$ cat src/pkg/tipg_pkg.sv
// Constants, types and helpers for the timer and pulse generator block.
// Assumes an 8-bit register set reached over a 32-bit Wishbone bus.
package tipg_pkg;

  // ----------------------------------------------------------------
  // Register byte addresses
  // ----------------------------------------------------------------
  localparam logic [7:0] ADR_TB_LO = 8'h00;
  localparam logic [7:0] ADR_TB_HI = 8'h04;
  localparam logic [7:0] ADR_TC = 8'h08;
  localparam logic [7:0] ADR_LO_TIME = 8'h0C;
  localparam logic [7:0] ADR_HI_TIME = 8'h10;
  localparam logic [7:0] ADR_SCALE = 8'h14;
  localparam logic [7:0] ADR_PSC = 8'h18;
  localparam logic [7:0] ADR_MTIMER = 8'h1C;
  localparam logic [7:0] ADR_MCTL = 8'h20;
  localparam logic [7:0] ADR_CFG = 8'h24;
  localparam logic [7:0] ADR_TC_SCALE = 8'h28;
  localparam logic [7:0] ADR_STATUS = 8'h2C;
  localparam logic [7:0] ADR_WDT_CTL = 8'h30;

  // ----------------------------------------------------------------
  // Field positions
  // ----------------------------------------------------------------
  localparam int CFG_UPPER_EN = 0;
  localparam int CFG_CLK_OPT = 1;
  localparam int CFG_CARRIER = 2;
  localparam int CFG_IR_EN = 3;
  localparam int CFG_SINGLE = 4;
  localparam int CFG_LO_IE = 5;
  localparam int CFG_HI_IE = 6;
  localparam int MCTL_PS_EN = 3;
  localparam int MCTL_EXT = 4;
  localparam int MCTL_FALL = 5;
  localparam int SCL_HI_EN = 7;
  localparam int SCL_LO_EN = 3;
  localparam int TCS_EN = 3;
  localparam int WDT_EN = 7;
  localparam int WDT_PS_EN = 3;
  localparam int ST_TB = 0;
  localparam int ST_TC = 1;
  localparam int ST_MT = 2;
  localparam int ST_LO = 3;
  localparam int ST_HI = 4;

  // ----------------------------------------------------------------
  // Interrupt vectors and reset values
  // ----------------------------------------------------------------
  localparam logic [7:0] VEC_LOW = 8'h15;
  localparam logic [7:0] VEC_HIGH = 8'h12;
  localparam logic [7:0] REG_RST = 8'h00;

  // Pulse generator states.
  typedef enum logic [1:0] {
    PG_IDLE = 2'b00,
    PG_LOW = 2'b01,
    PG_HIGH = 2'b10,
    PG_DONE = 2'b11
  } tipg_pg_t;

  // Ratio minus one for a scale enable and its three-bit select.
  function automatic logic [7:0] tipg_ratio_m1(input logic en,
                                               input logic [2:0] sel);
    logic [8:0] r;
    r = 9'((9'h002 << sel) - 9'h001);
    tipg_ratio_m1 = en ? r[7:0] : 8'h00;
  endfunction : tipg_ratio_m1

endpackage : tipg_pkg

$ cat src/verilog/tipg_top.sv
// Timer group: counter B, counter C with infrared carrier, pulse
// generator, main timer with prescaler, and watchdog.
// Assumes clk_sys_in is the oscillator and all inputs are synchronous.
//
// Notes on behaviour
// - Timer B upper byte, RW, joins into 16 bits.
// - 8-bit B overflows after 256 minus count ticks.
// - 16-bit B overflows after 65536 minus count ticks.
// - Timer C is readable, writable, cleared on reset.
// - Carrier mode plus IR enable makes C carrier.
// - Up mode C times out after ratio times remainder.
// - Carrier is tick/2/((1+C)*scale).
// - Tick is oscillator or oscillator halved.
// - Low segment lasts (1+low)*low scale ticks.
// - High segment lasts (1+high)*high scale ticks.
// - Low underflow interrupt uses vector 15h.
// - High underflow interrupt uses vector 12h.
// - Scale enables choose 1:1 or selected ratio.
// - Select codes give ratios 1:2 through 1:256.
// - Main prescaler count readable, low n bits valid.
// - Prescaler clears on timer write, select write, resets.
// - Watchdog clear or sleep clears watchdog and prescaler.
// - Internal main timer counts each instruction cycle.
// - External main timer counts selected pin edges.
// - Internal timers stop asleep unless conversion wake.
// - Watchdog runs in sleep; time-out resets device.
// - Infrared disabled holds the output high.
// - Single pulse mode ignores high time.
//
// The implementer's own choices: the address map and the Wishbone interface to the registers.
`timescale 1ns/1ps
`default_nettype none

module tipg_top
(
  // Clock and reset.
  input wire logic clk_sys_in,
  input wire logic sys_rst_in,
  // Wishbone slave.
  input wire logic wb_cyc_in,
  input wire logic wb_stb_in,
  input wire logic wb_we_in,
  input wire logic [7:0] wb_adr_in,
  input wire logic [3:0] wb_sel_in,
  input wire logic [31:0] wb_dat_in,
  output logic wb_ack_out,
  output logic [31:0] wb_dat_out,
  // Core events and pins.
  input wire logic main_timer_pin_in,
  input wire logic wdt_tick_in,
  input wire logic watchdog_clear_instruction_in,
  input wire logic sleep_instruction_in,
  input wire logic sleep_mode_in,
  input wire logic conversion_busy_in,
  input wire logic conversion_wake_enable_in,
  // Outputs.
  output logic infrared_output_pin_out,
  output logic irq_req_out,
  output logic [7:0] irq_vector_out,
  output logic wdt_reset_out
);
  import tipg_pkg::*;

  // ----------------------------------------------------------------
  // State
  // ----------------------------------------------------------------
  typedef struct packed {
    logic [1:0] div;
    logic [7:0] tb_lo;
    logic [7:0] tb_hi;
    logic [7:0] tc;
    logic [7:0] tc_ps;
    logic [7:0] car_cnt;
    logic carrier;
    logic [7:0] lo_time;
    logic [7:0] hi_time;
    logic [7:0] scale;
    logic [7:0] tc_scale;
    logic [7:0] psc;
    logic [7:0] mtimer;
    logic [7:0] mctl;
    logic [7:0] cfg;
    logic [7:0] status;
    logic [7:0] seg_cnt;
    logic [7:0] seg_ps;
    tipg_pg_t pg;
    logic pin_prev;
    logic [7:0] wdt_ctl;
    logic [7:0] wdt_ps;
    logic [7:0] wdt_cnt;
    logic ack;
    logic [7:0] rdata;
    logic ir_out;
    logic irq;
    logic [7:0] vec;
    logic wdt_rst;
  } tipg_state_t;

  localparam tipg_state_t ST_RST = '{ir_out: 1'b1, pg: PG_IDLE,
                                     default: '0};

  tipg_state_t s_reg;
  tipg_state_t s_next;

  logic wr_en;
  logic rd_en;
  logic run;
  logic ft_tick;
  logic inst_tick;
  logic ir_mode;
  logic mt_ev;
  logic [7:0] set_bits;
  logic [7:0] r_lo;
  logic [7:0] r_hi;
  logic [7:0] r_tc;
  logic [7:0] mask;
  logic [7:0] wmask;
  logic [7:0] wd;
  logic wdt_to;

  // Bus strobes; byte lane 0 carries every register.
  assign wr_en = wb_cyc_in & wb_stb_in & wb_we_in & ~s_reg.ack
                 & wb_sel_in[0];
  assign rd_en = wb_cyc_in & wb_stb_in & ~wb_we_in & ~s_reg.ack;
  assign wd = wb_dat_in[7:0];

  // Tick generation from the oscillator.
  assign ft_tick = ~s_reg.cfg[CFG_CLK_OPT] | s_reg.div[0];
  assign inst_tick = s_reg.cfg[CFG_CLK_OPT] ? (&s_reg.div)
                                            : s_reg.div[0];
  // Sleep halts internal timers unless conversion wake keeps them.
  assign run = ~sleep_mode_in
               | (conversion_busy_in & conversion_wake_enable_in);
  assign ir_mode = s_reg.cfg[CFG_CARRIER] & s_reg.cfg[CFG_IR_EN];
  assign r_lo = tipg_ratio_m1(s_reg.scale[SCL_LO_EN],
                              s_reg.scale[2:0]);
  assign r_hi = tipg_ratio_m1(s_reg.scale[SCL_HI_EN],
                              s_reg.scale[6:4]);
  assign r_tc = tipg_ratio_m1(s_reg.tc_scale[TCS_EN],
                              s_reg.tc_scale[2:0]);
  assign mask = tipg_ratio_m1(1'b1, s_reg.mctl[2:0]);
  assign wmask = tipg_ratio_m1(1'b1, s_reg.wdt_ctl[2:0]);

  // Main timer event: selected pin edge or instruction cycle.
  assign mt_ev = s_reg.mctl[MCTL_EXT]
    ? (s_reg.mctl[MCTL_FALL] ? (s_reg.pin_prev & ~main_timer_pin_in)
                             : (~s_reg.pin_prev & main_timer_pin_in))
    : (inst_tick & run);

  // ----------------------------------------------------------------
  // Next state
  // ----------------------------------------------------------------
  // Counters advance first; bus writes then override.
  always_comb
  begin
    s_next = s_reg;
    set_bits = 8'h00;
    wdt_to = 1'b0;
    s_next.div = 2'(s_reg.div + 2'b01);
    s_next.pin_prev = main_timer_pin_in;
    s_next.ack = wb_cyc_in & wb_stb_in & ~s_reg.ack;
    s_next.wdt_rst = 1'b0;

    // Timer B, eight or sixteen bits.
    if (ft_tick & run)
    begin
      s_next.tb_lo = 8'(s_reg.tb_lo + 8'h01);
      if (s_reg.cfg[CFG_UPPER_EN] & (&s_reg.tb_lo))
      begin
        s_next.tb_hi = 8'(s_reg.tb_hi + 8'h01);
      end
      if ((&s_reg.tb_lo)
          & (~s_reg.cfg[CFG_UPPER_EN] | (&s_reg.tb_hi)))
      begin
        set_bits[ST_TB] = 1'b1;
      end
    end

    // Timer C: carrier divider or scaled up counter.
    if (ft_tick & run)
    begin
      if (s_reg.tc_ps == r_tc)
      begin
        s_next.tc_ps = 8'h00;
        if (ir_mode)
        begin
          if (s_reg.car_cnt == s_reg.tc)
          begin
            s_next.car_cnt = 8'h00;
            s_next.carrier = ~s_reg.carrier;
          end
          else
          begin
            s_next.car_cnt = 8'(s_reg.car_cnt + 8'h01);
          end
        end
        else
        begin
          s_next.tc = 8'(s_reg.tc + 8'h01);
          set_bits[ST_TC] = &s_reg.tc;
        end
      end
      else
      begin
        s_next.tc_ps = 8'(s_reg.tc_ps + 8'h01);
      end
    end

    // Pulse generator.
    case (s_reg.pg)
      PG_IDLE:
      begin
        // Start on a tick so the first segment is as long as later ones.
        if (ft_tick & run)
        begin
          s_next.pg = PG_LOW;
          s_next.seg_cnt = s_reg.lo_time;
          s_next.seg_ps = 8'h00;
        end
      end
      PG_LOW:
      begin
        if (ft_tick & run)
        begin
          if (s_reg.seg_ps == r_lo)
          begin
            s_next.seg_ps = 8'h00;
            if (s_reg.seg_cnt == 8'h00)
            begin
              set_bits[ST_LO] = 1'b1;
              if (s_reg.cfg[CFG_SINGLE])
              begin
                s_next.pg = PG_DONE;
              end
              else
              begin
                s_next.pg = PG_HIGH;
                s_next.seg_cnt = s_reg.hi_time;
              end
            end
            else
            begin
              s_next.seg_cnt = 8'(s_reg.seg_cnt - 8'h01);
            end
          end
          else
          begin
            s_next.seg_ps = 8'(s_reg.seg_ps + 8'h01);
          end
        end
      end
      PG_HIGH:
      begin
        if (ft_tick & run)
        begin
          if (s_reg.seg_ps == r_hi)
          begin
            s_next.seg_ps = 8'h00;
            if (s_reg.seg_cnt == 8'h00)
            begin
              set_bits[ST_HI] = 1'b1;
              s_next.pg = PG_LOW;
              s_next.seg_cnt = s_reg.lo_time;
            end
            else
            begin
              s_next.seg_cnt = 8'(s_reg.seg_cnt - 8'h01);
            end
          end
          else
          begin
            s_next.seg_ps = 8'(s_reg.seg_ps + 8'h01);
          end
        end
      end
      PG_DONE:
      begin
        s_next.pg = PG_DONE;
      end
      default:
      begin
        s_next.pg = PG_IDLE;
      end
    endcase
    if (~s_reg.cfg[CFG_IR_EN])
    begin
      s_next.pg = PG_IDLE;
    end

    // Output pin: high unless in a low segment.
    if (~s_reg.cfg[CFG_IR_EN] || s_reg.pg != PG_LOW)
    begin
      s_next.ir_out = 1'b1;
    end
    else
    begin
      s_next.ir_out = s_reg.cfg[CFG_CARRIER] & s_reg.carrier;
    end

    // Main timer with optional prescaler.
    if (mt_ev)
    begin
      if (s_reg.mctl[MCTL_PS_EN])
      begin
        s_next.psc = 8'(s_reg.psc + 8'h01);
        if ((s_reg.psc & mask) == mask)
        begin
          s_next.mtimer = 8'(s_reg.mtimer + 8'h01);
          set_bits[ST_MT] = &s_reg.mtimer;
        end
      end
      else
      begin
        s_next.mtimer = 8'(s_reg.mtimer + 8'h01);
        set_bits[ST_MT] = &s_reg.mtimer;
      end
    end

    // Watchdog counts on its own tick, asleep or not.
    if (s_reg.wdt_ctl[WDT_EN] & wdt_tick_in)
    begin
      if (~s_reg.wdt_ctl[WDT_PS_EN] || (s_reg.wdt_ps & wmask) == wmask)
      begin
        s_next.wdt_cnt = 8'(s_reg.wdt_cnt + 8'h01);
        wdt_to = &s_reg.wdt_cnt;
      end
      if (s_reg.wdt_ctl[WDT_PS_EN])
      begin
        s_next.wdt_ps = 8'(s_reg.wdt_ps + 8'h01);
      end
    end
    if (watchdog_clear_instruction_in | sleep_instruction_in)
    begin
      s_next.wdt_cnt = 8'h00;
      s_next.wdt_ps = 8'h00;
    end

    // Interrupt request and vector, low segment first.
    s_next.irq = (s_reg.status[ST_LO] & s_reg.cfg[CFG_LO_IE])
               | (s_reg.status[ST_HI] & s_reg.cfg[CFG_HI_IE]);
    if (s_reg.status[ST_LO] & s_reg.cfg[CFG_LO_IE])
    begin
      s_next.vec = VEC_LOW;
    end
    else if (s_reg.status[ST_HI] & s_reg.cfg[CFG_HI_IE])
    begin
      s_next.vec = VEC_HIGH;
    end
    else
    begin
      s_next.vec = 8'h00;
    end

    // Read data capture; unmapped reads return zero.
    if (rd_en)
    begin
      case (wb_adr_in)
        ADR_TB_LO: s_next.rdata = s_reg.tb_lo;
        ADR_TB_HI: s_next.rdata = s_reg.tb_hi;
        ADR_TC: s_next.rdata = s_reg.tc;
        ADR_LO_TIME: s_next.rdata = s_reg.lo_time;
        ADR_HI_TIME: s_next.rdata = s_reg.hi_time;
        ADR_SCALE: s_next.rdata = s_reg.scale;
        ADR_PSC: s_next.rdata = s_reg.psc;
        ADR_MTIMER: s_next.rdata = s_reg.mtimer;
        ADR_MCTL: s_next.rdata = s_reg.mctl;
        ADR_CFG: s_next.rdata = s_reg.cfg;
        ADR_TC_SCALE: s_next.rdata = s_reg.tc_scale;
        ADR_STATUS: s_next.rdata = s_reg.status;
        ADR_WDT_CTL: s_next.rdata = s_reg.wdt_ctl;
        default: s_next.rdata = 8'h00;
      endcase
    end

    // Register writes; status bits clear on one, a set wins.
    s_next.status = s_reg.status;
    if (wr_en)
    begin
      case (wb_adr_in)
        ADR_TB_LO: s_next.tb_lo = wd;
        ADR_TB_HI: s_next.tb_hi = wd;
        ADR_TC: s_next.tc = wd;
        ADR_LO_TIME: s_next.lo_time = wd;
        ADR_HI_TIME: s_next.hi_time = wd;
        ADR_SCALE: s_next.scale = wd;
        ADR_PSC: s_next.psc = wd;
        ADR_MTIMER:
        begin
          s_next.mtimer = wd;
          s_next.psc = 8'h00;
        end
        ADR_MCTL:
        begin
          s_next.mctl = wd;
          s_next.psc = 8'h00;
        end
        ADR_CFG: s_next.cfg = wd;
        ADR_TC_SCALE: s_next.tc_scale = wd;
        ADR_STATUS: s_next.status = s_reg.status & ~wd;
        ADR_WDT_CTL: s_next.wdt_ctl = wd;
        default: s_next.status = s_reg.status;
      endcase
    end
    s_next.status = s_next.status | set_bits;

    // Watchdog time-out acts as a full reset of the block.
    if (wdt_to)
    begin
      s_next = ST_RST;
      s_next.wdt_rst = 1'b1;
      s_next.ack = wb_cyc_in & wb_stb_in & ~s_reg.ack;
    end
  end

  // State register.
  always_ff @(posedge clk_sys_in or posedge sys_rst_in)
  begin
    if (sys_rst_in)
    begin
      s_reg <= ST_RST;
    end
    else
    begin
      s_reg <= s_next;
    end
  end

  // ----------------------------------------------------------------
  // Outputs
  // ----------------------------------------------------------------
  // Every output is a field of the state register.
  assign wb_ack_out = s_reg.ack;
  assign wb_dat_out = {24'h000000, s_reg.rdata};
  assign infrared_output_pin_out = s_reg.ir_out;
  assign irq_req_out = s_reg.irq;
  assign irq_vector_out = s_reg.vec;
  assign wdt_reset_out = s_reg.wdt_rst;

  // ----------------------------------------------------------------
  // Assertions
  // ----------------------------------------------------------------
  a_ack_single: assert property (@(posedge clk_sys_in)
    disable iff (sys_rst_in) s_reg.ack |=> !s_reg.ack)
    else $error("ack stayed high two cycles");

  a_ir_disabled_high: assert property (@(posedge clk_sys_in)
    disable iff (sys_rst_in)
    !s_reg.cfg[CFG_IR_EN] |=> infrared_output_pin_out)
    else $error("ir output low while disabled");

  a_psc_timer_write: assert property (@(posedge clk_sys_in)
    disable iff (sys_rst_in)
    wr_en && wb_adr_in == ADR_MTIMER |=> s_reg.psc == 8'h00)
    else $error("prescaler not cleared by timer write");

  a_wdt_clear_cmd: assert property (@(posedge clk_sys_in)
    disable iff (sys_rst_in)
    watchdog_clear_instruction_in | sleep_instruction_in
    |=> s_reg.wdt_cnt == 8'h00 && s_reg.wdt_ps == 8'h00)
    else $error("watchdog not cleared");

  a_tb_byte_wrap: assert property (@(posedge clk_sys_in)
    disable iff (sys_rst_in)
    ft_tick && run && !s_reg.cfg[CFG_UPPER_EN] && s_reg.tb_lo == 8'hFF
    && !wdt_to && !(wr_en && wb_adr_in == ADR_TB_LO)
    |=> s_reg.tb_lo == 8'h00 && s_reg.status[ST_TB])
    else $error("timer b byte wrap wrong");

  a_tb_word_carry: assert property (@(posedge clk_sys_in)
    disable iff (sys_rst_in)
    ft_tick && run && s_reg.cfg[CFG_UPPER_EN] && s_reg.tb_lo == 8'hFF
    && !wdt_to && !wr_en
    |=> s_reg.tb_hi == $past(s_reg.tb_hi) + 8'h01)
    else $error("timer b upper byte missed carry");

  a_sleep_hold: assert property (@(posedge clk_sys_in)
    disable iff (sys_rst_in)
    !run && !s_reg.mctl[MCTL_EXT] && !wr_en && !wdt_to
    |=> $stable(s_reg.mtimer) && $stable(s_reg.tb_lo))
    else $error("timer moved while asleep");

  a_single_stays: assert property (@(posedge clk_sys_in)
    disable iff (sys_rst_in)
    s_reg.pg == PG_DONE && s_reg.cfg[CFG_IR_EN] |=> ##1
    infrared_output_pin_out)
    else $error("single pulse output not high");

  a_low_vector: assert property (@(posedge clk_sys_in)
    disable iff (sys_rst_in)
    s_reg.status[ST_LO] && s_reg.cfg[CFG_LO_IE] && !wdt_to
    |=> irq_req_out && irq_vector_out == VEC_LOW)
    else $error("low time vector wrong");

endmodule : tipg_top

`default_nettype wire

$ cat config.mk
export PLATFORM = sky130hd
export DESIGN_NAME = tipg_top
export DESIGN_NICKNAME = d
export VERILOG_FILES = /design/src/pkg/tipg_pkg.sv /design/src/verilog/tipg_top.sv
export SDC_FILE = /design/constraint.sdc
export NUM_CORES = 1
export LEC_CHECK = 0
export BUFFER_PORTS_ARGS = -buffer_cell sky130_fd_sc_hd__clkbuf_2
export CAP_MARGIN = 20
export CORE_MARGIN = 2
export CORE_UTILIZATION = 51
export DETAILED_ROUTE_END_ITERATION = 10
export HOLD_SLACK_MARGIN = 0.03
export PLACE_DENSITY = 0.7
export SYNTH_ARGS = -nofsm -noshare
export SYNTH_HDL_FRONTEND = slang
export SYNTH_SLANG_ARGS = --single-unit
$ cat constraint.sdc
create_clock -name clk_sys_in -period 7.97 [get_ports clk_sys_in]
set_clock_uncertainty 0.15 [all_clocks]
set_input_delay 2.391 -clock clk_sys_in [delete_from_list [all_inputs] [get_ports clk_sys_in]]
set_output_delay 2.391 -clock clk_sys_in [all_outputs]
set_load 0.005 [all_outputs]
==> flow_metrics.env, run 1 <==
export IMPL_status="completed"
export IMPL_clock_latency_ns=0.44
export IMPL_crit_path_start_kind="input pin"
export IMPL_start_util=0.519
export IMPL_fmax_mhz=199
export IMPL_internal_power_w=0.00154
export IMPL_cp_data_arrival_time_ns=5.16
export IMPL_power_share_clock=0.386
export IMPL_n_fill_cell=1933
export IMPL_rsz0062_at_grt="no"
export IMPL_worstHoldPathType="reg -> reg"
export IMPL_route_top_layer_used="met5"
export IMPL_regToRegSetupSlack_ns=3.66
export IMPL_fp_coreArea_sq_mm=0.0210
export IMPL_power_density_mw_per_mm2=189
export IMPL_tightest_slew_ns=1.00
export IMPL_drive_gt1_frac=0.0940
export IMPL_p_leak_nw=4.92
export IMPL_worstPathMaxFanout=46
export IMPL_clock_sinks=172
export IMPL_setup_viol=0
export IMPL_grt_pass1_wl_um=48400
export IMPL_hold_violations=0
export IMPL_rows=53
export IMPL_track_usage=0.279
export IMPL_drt_pass1_iterations=8
export IMPL_port_buffers=44
export IMPL_place_ws_ns=2.58
export IMPL_n_antenna_cell=0
export IMPL_synth_seq_cells=172
export IMPL_yosysUniqueCellTypes=87
export IMPL_cts_tree="built"
export IMPL_dr_wl_met3_um=1830
export IMPL_fp_dieArea_sq_mm=0.0225
export IMPL_via_per_inst=6.11
export IMPL_fin_area_sq_mm=0.0116
export IMPL_grt_max_degree=70
export IMPL_first_global_vias=8719
export IMPL_setup_slack_ns=2.95
export IMPL_cts_hold_buf=0
export IMPL_holdCritStartpoint="wb_ack_out$_DFF_PP0_"
export IMPL_drc=0
export IMPL_cts_root_buffer="clkbuf_16"
export IMPL_place_gp_congestion=0.956
export IMPL_cts_buffer_depth=2
export IMPL_htree_levels=4
export IMPL_seqPwrFrac=0.473
export IMPL_vias=9354
export IMPL_p_switching_w=0.000660
export IMPL_syn_area_per_cell_sq_um=8.69
export IMPL_worstPathRequired_ns=8.12
export IMPL_die_y_um=150
export IMPL_postSynthCellCount=1251
export IMPL_wirelength_um=30400
export IMPL_die_width_um=150
export IMPL_cts_buffers_inserted=17
export IMPL_holdPathEnd="wb_ack_out$_DFF_PP0_"
export IMPL_power_frac_comb=0.141
export IMPL_largest_reg_flops=158
export IMPL_ys_warnings_count=0
export IMPL_rr_endpoint="s_reg[98]$_DFF_PP0_"
export IMPL_dp_hpwl_um=21000
export IMPL_path_clk_slew_ns=0.07
export IMPL_synth_edff_count=0
export IMPL_netSwitchingFraction=0.300
export IMPL_post_cts_buffers=0
export IMPL_max_slew_margin=0.329
export IMPL_cap_viol_max_count=0
export IMPL_synth_area_sq_mm=0.0109
export IMPL_antenna_found_initial=3
export IMPL_reg2reg_from="s_reg[37]$_DFFE_PP0P_"
export IMPL_worstRegToRegCells=11
export IMPL_hold_depth=1
export IMPL_overflow=0
export IMPL_final_setup_tns_ns=0
export IMPL_peakVddDrop_v=0.000156
export IMPL_critPathKind="in -> reg"
export IMPL_wl_per_cell_um=19.9
export IMPL_dr_first_iter_drc_count=931
export IMPL_final_max_slew_viol_count=0
export IMPL_endpoint_kind="register"
export IMPL_io_pin_count=100
export IMPL_cts_resized=0
export IMPL_synthToLayoutAreaGrowth_pct=7.01
export IMPL_ys_flop_type="dfrtp_1"
export IMPL_fin_crit_ns=5.02
export IMPL_ant_nets=0
export IMPL_placed_area_sq_mm=0.0110
export IMPL_seq_area_frac_synth=0.396
export IMPL_synthArstFlopShare=1.00
export IMPL_wl_met1_um=13300
export IMPL_fin_crit_sh=0.630
export IMPL_final_nets=1317
export IMPL_wl_met2_um=13900
power groups by stage:
stage,combinational (W),sequential (W),clock (W)
after floorplan,0.000261,0.00100,0
after global placement,0.000297,0.00105,0
after detailed placement,0.000307,0.00105,0
after CTS,0.000311,0.00104,0.000859
after global routing,0.000351,0.00105,0.000898
final,0.000311,0.00104,0.000850
placed cells by master, fill, tap and decap left out, drive strengths merged, types with 27 or more instances in the layout:
master	instances
dfrtp	171
nor2	159
nand2	116
o21ai	103
mux2i	74
a21oi	69
clkbuf	64
nand3	44
xor2	40
and3	29
conb	28
inv	27
cell type report:
| type | count | area [sq um] | area share |
|---|---|---|---|
| multi-input combinational | 968 | 5960 | 0.513 |
| sequential | 172 | 4310 | 0.370 |
| clock buffer | 20 | 457 | 0.0393 |
| tap | 275 | 344 | 0.0296 |
| timing repair buffer | 57 | 318 | 0.0273 |
| clock inverter | 12 | 138 | 0.0118 |
| inverter | 26 | 104 | 0.00893 |
per-layer routing:
metal  track usage  up-vias
met2         0.435      329
met5             0        -
met1         0.380     4528
met4         0.129        2
met3        0.0482       84
li1              -     4411
synthesized netlist by cell type (17+ instances only):
cell type | count | area share
a21oi_1 | 69 | 0.032
o21ai_0 | 100 | 0.046
nand3_1 | 44 | 0.020
nor3_1 | 20 | 0.0092
and3_1 | 28 | 0.016
xnor2_1 | 25 | 0.020
mux2i_1 | 74 | 0.068
clkbuf_1 | 46 | 0.016
xor2_1 | 40 | 0.032
nor2b_1 | 17 | 0.0098
nand4_1 | 20 | 0.012
inv_1 | 25 | 0.0086
buf_4 | 42 | 0.029
nand2_1 | 115 | 0.040
buf_2 | 19 | 0.0088
ha_1 | 19 | 0.022
nor2_1 | 155 | 0.054
a22oi_1 | 17 | 0.012
dfrtp_1 | 171 | 0.39
worst max path at each step:
stage	slack (ns)	start	endpoint	cells after the start
3_3_place_gp	2.57	wb_adr_in[3]	s_reg[40]$_DFFE_PP0P_	7
4_1_cts	3.04	wb_adr_in[3]	s_reg[37]$_DFFE_PP0P_	7
3_5_place_dp	2.58	wb_adr_in[3]	s_reg[37]$_DFFE_PP0P_	7
5_1_grt	2.74	wb_adr_in[3]	s_reg[42]$_DFFE_PP0P_	7
6_report	2.95	wb_adr_in[3]	s_reg[37]$_DFFE_PP0P_	7
2_1_floorplan	0.77	sys_rst_in	irq_req_out$_DFF_PP0_	1
cell families after synthesis:
group / synth area share
other cells: 0.000345
simple gates: 0.215
buf+inv: 0.0666
flops: 0.396
compound gates: 0.179
mux: 0.0692
fa+ha+maj: 0.0219
xor+xnor: 0.0524
worst max-delay path: stages:
cell	delay [ns]
clkbuf_2	0.48
nor2_1	0.38
nand2_1	0.29
nor4_2	0.76
and2_1	0.52
mux2i_1	0.26
nor2_1	0.06
stage by stage:
stage,util,instances,total power (W),hold WS (ns)
after floorplan,-,1278,0.00127,0.301
after global placement,0.527,1498,0.00135,0.312
after detailed placement,0.527,1498,0.00136,0.324
after CTS,0.555,1530,0.00220,0.332
after global routing,0.555,1530,0.00230,0.364
final,0.555,1530,0.00220,0.332
(Power assumes the default switching activity.)
==> run 2: changes to the inputs <==
--- a/config.mk
+++ b/config.mk
@@ -5,6 +5,7 @@
 export SDC_FILE = /design/constraint.sdc
 export NUM_CORES = 1
 export LEC_CHECK = 0
+export ABC_AREA = 1
 export BUFFER_PORTS_ARGS = -buffer_cell sky130_fd_sc_hd__clkbuf_2
 export CAP_MARGIN = 20
 export CORE_MARGIN = 2
==> constraint.sdc (replaced) <==
create_clock -name clk_sys_in -period 5.15 [get_ports clk_sys_in]
set_clock_uncertainty 0.15 [all_clocks]
set_input_delay 1.545 -clock clk_sys_in [delete_from_list [all_inputs] [get_ports clk_sys_in]]
set_output_delay 1.545 -clock clk_sys_in [all_outputs]
set_load 0.005 [all_outputs]
==> run 2 against run 1 <==
Setup slack got worse by 1.3 ns. Clock-buffer cell count decreased by 2. Utilization fell by 0.12 points. Combinational power grew 84%. Sequential power up 56%. Global-route usage is 2.4 points higher. Synthesized area increased by 3.2%. Via count up 14%. Hold slack worse by 0.010 ns. Critical path depth grew 2.
==> flow_metrics.env, run 2 <==
export IMPL_drc=0
export IMPL_synth_top_area_frac=0.382
export IMPL_drive_gt1_frac=0.0984
export IMPL_synthToLayoutAreaGrowth_pct=7.07
export IMPL_post_cts_buffers=0
export IMPL_worstHoldPathType="reg -> reg"
export IMPL_hold_ws_ns=0.321
export IMPL_die_y_um=152
export IMPL_max_slew_margin=0.421
export IMPL_final_setup_tns_ns=0
export IMPL_overflow=0
export IMPL_power_density_mw_per_mm2=290
export IMPL_largest_reg_flops=158
export IMPL_regToRegSetupSlack_ns=1.83
export IMPL_yosysUniqueCellTypes=57
export IMPL_hold_violations=0
export IMPL_path_depth=9
export IMPL_vias=10700
export IMPL_clock_latency_ns=0.45
export IMPL_grt_max_degree=102
export IMPL_worstPathRequired_ns=5.29
export IMPL_synth_area_leaders="dfrtp_1 38%, nand2_1 13%, inv_1 6.1%, o21ai_0 5.3%, nand3_1 4.8%"
export IMPL_status="completed"
export IMPL_path_cells="clkbuf_2 > nand2_1 > nor2_1 > nand3_1 > buf_4 > inv_1 > nand3_1 > nand2_1 > o22ai_1"
export IMPL_cts_tree="built"
export IMPL_cts_hold_buf=0
export IMPL_first_global_vias=10000
export IMPL_syn_area_per_cell_sq_um=7.34
export IMPL_rsz0062_at_grt="no"
export IMPL_wl_per_cell_um=18.8
export IMPL_track_usage=0.303
export IMPL_cp_data_arrival_time_ns=3.68
export IMPL_port_buffers=44
export IMPL_yosysTopAreaCell="dfrtp_1"
export IMPL_htree_levels=4
export IMPL_rows=54
export IMPL_fin_crit_sh=0.688
export IMPL_final_max_slew_viol_count=0
export IMPL_max_stage_delay_ns=0.51
export IMPL_io_pin_count=100
export IMPL_fp_coreArea_sq_mm=0.0217
export IMPL_antenna_found_initial=1
export IMPL_die_width_um=152
export IMPL_critPathKind="in -> reg"
export IMPL_ys_warnings_count=0
export IMPL_dr_first_iter_drc_count=1053
export IMPL_dp_hpwl_um=25900
export IMPL_grt_pass1_wl_um=55600
export IMPL_cts_buffers_inserted=17
export IMPL_path_clk_slew_ns=0.07
export IMPL_synth_top_cells_by_count="377 x nand2_1, 182 x inv_1, 171 x dfrtp_1, 118 x o21ai_0, 108 x nand3_1"
export IMPL_reg2reg_from="s_reg[38]$_DFFE_PP0P_"
export IMPL_cts_root_buffer="clkbuf_16"
export IMPL_place_gp_congestion=1.04
export IMPL_postSynthCellCount=1529
export IMPL_fp_dieArea_sq_mm=0.0232
export IMPL_final_nets=1627
export IMPL_final_instance_count_excl_fill=1845
export IMPL_cts_resized=0
export IMPL_worstRegToRegCells=13
export IMPL_synth_most_common_cell="nand2_1"
export IMPL_fin_crit_ns=3.54
export IMPL_via_per_inst=5.78
export IMPL_cts_buffer_depth=2
export IMPL_mostFrequentLayoutCells="377 x nand2_1, 181 x inv_1, 171 x dfrtp_1"
export IMPL_endpoint="s_reg[128]$_DFFE_PP0P_"
export IMPL_crit_path_start_kind="input pin"
export IMPL_final_common_cell="nand2_1"
export IMPL_endpoint_kind="register"
export IMPL_peakVddDrop_v=0.000161
export IMPL_rr_endpoint="s_reg[104]$_DFFE_PP0P_"
export IMPL_n_antenna_cell=0
export IMPL_seq_area_frac_synth=0.384
export IMPL_synth_edff_count=0
export IMPL_setup_viol=0
export IMPL_cp_top_family="simple AND/OR/NAND/NOR gates"
export IMPL_clock_sinks=172
export IMPL_tightest_slew_ns=0.866
export IMPL_worstPathMaxFanout=15
export IMPL_p_leak_nw=5.63
export IMPL_drt_pass1_iterations=6
export IMPL_synthArstFlopShare=1.00
export IMPL_ys_flop_type="dfrtp_1"
export IMPL_synth_seq_cells=172
export IMPL_path_buf_inv=3
export IMPL_startpoint="wb_stb_in"
export IMPL_critPathSlowestCell="inv_1"
export IMPL_synth_area_sq_mm=0.0112
export IMPL_dp_cells=1813
export IMPL_wirelength_um=34800
export IMPL_fmax_mhz=282
export IMPL_cap_viol_max_count=0
export IMPL_start_util=0.517
export IMPL_ant_nets=0
run 2: worst min-delay path by stage:
stage / startpoint / end / slack, ns / cells past startpoint
6_report: s_reg[176]$_DFF_PP0_ / s_reg[176]$_DFF_PP0_ / 0.32 / 1
5_1_grt: s_reg[176]$_DFF_PP0_ / s_reg[176]$_DFF_PP0_ / 0.36 / 1
4_1_cts: s_reg[176]$_DFF_PP0_ / s_reg[176]$_DFF_PP0_ / 0.32 / 1
3_5_place_dp: s_reg[176]$_DFF_PP0_ / s_reg[176]$_DFF_PP0_ / 0.31 / 1
3_3_place_gp: s_reg[176]$_DFF_PP0_ / s_reg[176]$_DFF_PP0_ / 0.30 / 1
2_1_floorplan: s_reg[176]$_DFF_PP0_ / s_reg[176]$_DFF_PP0_ / 0.28 / 1
run 2: kinds of logic after synthesis:
family | share of synthesized area
buffers and inverters | 0.114
AOI/OAI and AO/OA | 0.146
DFF | 0.384
xor gates and xnor gates | 0.0413
adders and majority gates | 0.0212
muxes | 0.00178
and+or+nand+nor | 0.292
other | 0.000334
run 2: area by class of cell:
type | instances | area, sq um
fill | 2070 | 9680
multi-input combinational | 1109 | 5730
sequential | 172 | 4310
inverter | 198 | 752
clock buffer | 18 | 429
tap | 280 | 350
timing repair buffer | 54 | 308
clock inverter | 14 | 135
run 2: where the power goes:
part	switching [W]	internal [W]	leakage [nW]	total (W)
sequential	0.000161	0.00146	2.11	0.00162
combinational	0.000354	0.000219	3.25	0.000573
clock	0.000610	0.000676	0.270	0.00129
total	0.00113	0.00236	5.63	0.00348
run 2: per-layer routing:
metal | part of all wire | track usage | vias to the layer above
met5 | 0.00020 | 0 | -
met4 | 0.045 | 0.131 | 2
met3 | 0.070 | 0.0518 | 106
met2 | 0.45 | 0.473 | 440
met1 | 0.44 | 0.419 | 5053
li1 | - | - | 5063
run 2: through the flow:
step	util	area (sq um)	total power, W	worst slack, ns
after floorplan	-	11300	0.00206	1.26
after global placement	0.528	11400	0.00219	1.35
after detailed placement	0.528	11400	0.00221	1.31
after CTS	0.554	12000	0.00349	1.76
after global routing	0.554	12000	0.00364	1.56
final	0.554	12000	0.00348	1.61
==> run 3: changes to the inputs <==
==> constraint.sdc (replaced) <==
create_clock -name clk_sys_in -period 3.6 [get_ports clk_sys_in]
set_clock_uncertainty 0.15 [all_clocks]
set_input_delay 1.08 -clock clk_sys_in [delete_from_list [all_inputs] [get_ports clk_sys_in]]
set_output_delay 1.08 -clock clk_sys_in [all_outputs]
set_load 0.005 [all_outputs]
==> run 3 against run 2 <==
Hold slack got worse by 0.013 ns. Highest routed layer is now met4. Global-route usage decreased by 0.79 points. Critical path depth increased by 4. Critical endpoint is now s_reg[36]$_DFFE_PP0P_. Combinational power increased by 43%. Final cell count increased by 0.43%. Largest power group unchanged.
==> flow_metrics.env, run 3 (same netlist as run 2, synthesis figures left out) <==
export IMPL_fin_crit_sh=0.827
export IMPL_first_global_vias=9878
export IMPL_fmax_mhz=336
export IMPL_crit_path_start_kind="register"
export IMPL_final_setup_tns_ns=0
export IMPL_grt_busiest_layer="met2"
export IMPL_fp_coreArea_sq_mm=0.0217
export IMPL_power_density_mw_per_mm2=415
export IMPL_drive_gt1_frac=0.103
export IMPL_io_pin_count=100
export IMPL_cts_buffer_depth=2
export IMPL_final_common_cell="nand2_1"
export IMPL_clock_latency_ns=0.44
export IMPL_grt_max_degree=82
export IMPL_wirelength_um=34200
export IMPL_dp_cells=1820
export IMPL_largest_reg_flops=158
export IMPL_cp_data_arrival_time_ns=3.18
export IMPL_path_clk_slew_ns=0.08
export IMPL_drc=0
export IMPL_wl_per_cell_um=18.5
export IMPL_worstPathRequired_ns=3.80
export IMPL_start_util=0.517
export IMPL_final_max_slew_viol_count=0
export IMPL_final_instance_count_excl_fill=1853
export IMPL_cpMostUsedCell="nand2_1"
export IMPL_grtUsageMet1=0.417
export IMPL_worstHoldPathType="reg -> reg"
export IMPL_hold_ws_ns=0.309
export IMPL_rows=54
export IMPL_mostFrequentLayoutCells="377 x nand2_1, 181 x inv_1, 171 x dfrtp_1"
export IMPL_critPathKind="reg -> reg"
export IMPL_via_per_inst=5.70
export IMPL_p_leak_nw=5.68
export IMPL_place_ws_ns=0.271
export IMPL_cts_buffers_inserted=17
export IMPL_cts_root_buffer="clkbuf_16"
export IMPL_regToRegSetupSlack_ns=0.62
export IMPL_htree_levels=4
export IMPL_hold_violations=0
export IMPL_port_buffers=44
export IMPL_rsz0062_at_grt="no"
export IMPL_cts_tree="built"
export IMPL_grt_pass1_wl_um=53900
export IMPL_die_y_um=152
export IMPL_antenna_found_initial=1
export IMPL_peakVddDrop_v=0.000243
export IMPL_final_nets=1634
export IMPL_ant_nets=0
export IMPL_place_gp_congestion=1.00
export IMPL_cp_top_family="simple AND/OR/NAND/NOR gates"
export IMPL_dr_first_iter_drc_count=1212
export IMPL_groute_layer_met2_usage=0.449
export IMPL_die_width_um=152
export IMPL_tightest_slew_ns=0.685
export IMPL_clock_sinks=172
export IMPL_path_cells="inv_4 > nand3_1 > ha_1 > nand4_1 > nand2_1 > inv_1 > nand2_1 > nand2_1 > o21ai_2 > nand2_2 > buf_4 > nand2_1 > o21ai_0"
export IMPL_drt_pass1_iterations=6
export IMPL_worstPathMaxFanout=33
export IMPL_setup_viol=0
export IMPL_overflow=0
export IMPL_track_usage=0.295
export IMPL_setup_slack_ns=0.623
export IMPL_critPathSlowestCell="dfrtp_1"
export IMPL_vias=10600
export IMPL_fin_crit_ns=2.98
export IMPL_cap_viol_max_count=0
export IMPL_n_fill_cell=2094
export IMPL_endpoint_kind="register"
export IMPL_cts_hold_buf=0
export IMPL_post_cts_buffers=0
export IMPL_max_stage_delay_ns=0.52
export IMPL_synthToLayoutAreaGrowth_pct=7.82
export IMPL_fp_dieArea_sq_mm=0.0232
export IMPL_max_slew_margin=0.543
export IMPL_grt_util_met3=0.0518
export IMPL_cts_resized=0
export IMPL_status="completed"
export IMPL_dp_hpwl_um=26000
export IMPL_path_buf_inv=3
[run 3: final cells by class]
type                            instances  area [sq um]  area share
Antenna cell                            1          2.50    0.000207
Clock buffer                           17           425      0.0352
Clock inverter                         15           155      0.0128
Inverter                              198           752      0.0622
Multi-Input combinational cell       1109          5730       0.474
Sequential cell                       172          4310       0.356
Tap cell                              280           350      0.0290
Timing Repair Buffer                   61           373      0.0308
[run 3: through the flow]
stage	instance area, sq um	total power [W]	utilization
2_1_floorplan	11300	0.00294	-
3_3_place_gp	11500	0.00313	0.531
3_5_place_dp	11500	0.00317	0.531
4_1_cts	12100	0.00501	0.557
5_1_grt	12100	0.00524	0.557
6_report	12100	0.00501	0.558
[run 3: worst register-to-register path, delay by kind of cell, from the launching register on]
kind / cells / cell delay, ns
AND/OR/NAND/NOR: 7 / 0.97
buffers and inverters: 3 / 0.61
flip-flops: 1 / 0.52
AO/OA/AOI/OAI: 2 / 0.39
adder cells (fa/ha/maj): 1 / 0.27
[run 3: final timing paths]
check,start,to,depth (start not counted)
setup / recovery,s_reg[38]$_DFFE_PP0P_,s_reg[36]$_DFFE_PP0P_,13
hold / removal,s_reg[176]$_DFF_PP0_,s_reg[176]$_DFF_PP0_,1
setup reg to reg,s_reg[38]$_DFFE_PP0P_,s_reg[36]$_DFFE_PP0P_,13
hold reg to reg,s_reg[176]$_DFF_PP0_,s_reg[176]$_DFF_PP0_,1
max in group asynchronous,sys_rst_in,infrared_output_pin_out$_DFF_PP1_,3
min in group asynchronous,sys_rst_in,s_reg[33]$_DFFE_PP0P_,2
[run 3: metal layers]
layer,vias to the layer above,wire (um)
li1,5076,-
met1,4901,14900
met4,0,1390
met3,93,2710
met5,-,0
met2,496,15200
[run 3: power by group]
group / internal (W) / switching, W / leakage [nW]
Sequential: 0.00209 / 0.000236 / 2.11
Clock: 0.000979 / 0.000889 / 0.282
Combinational: 0.000317 / 0.000504 / 3.29
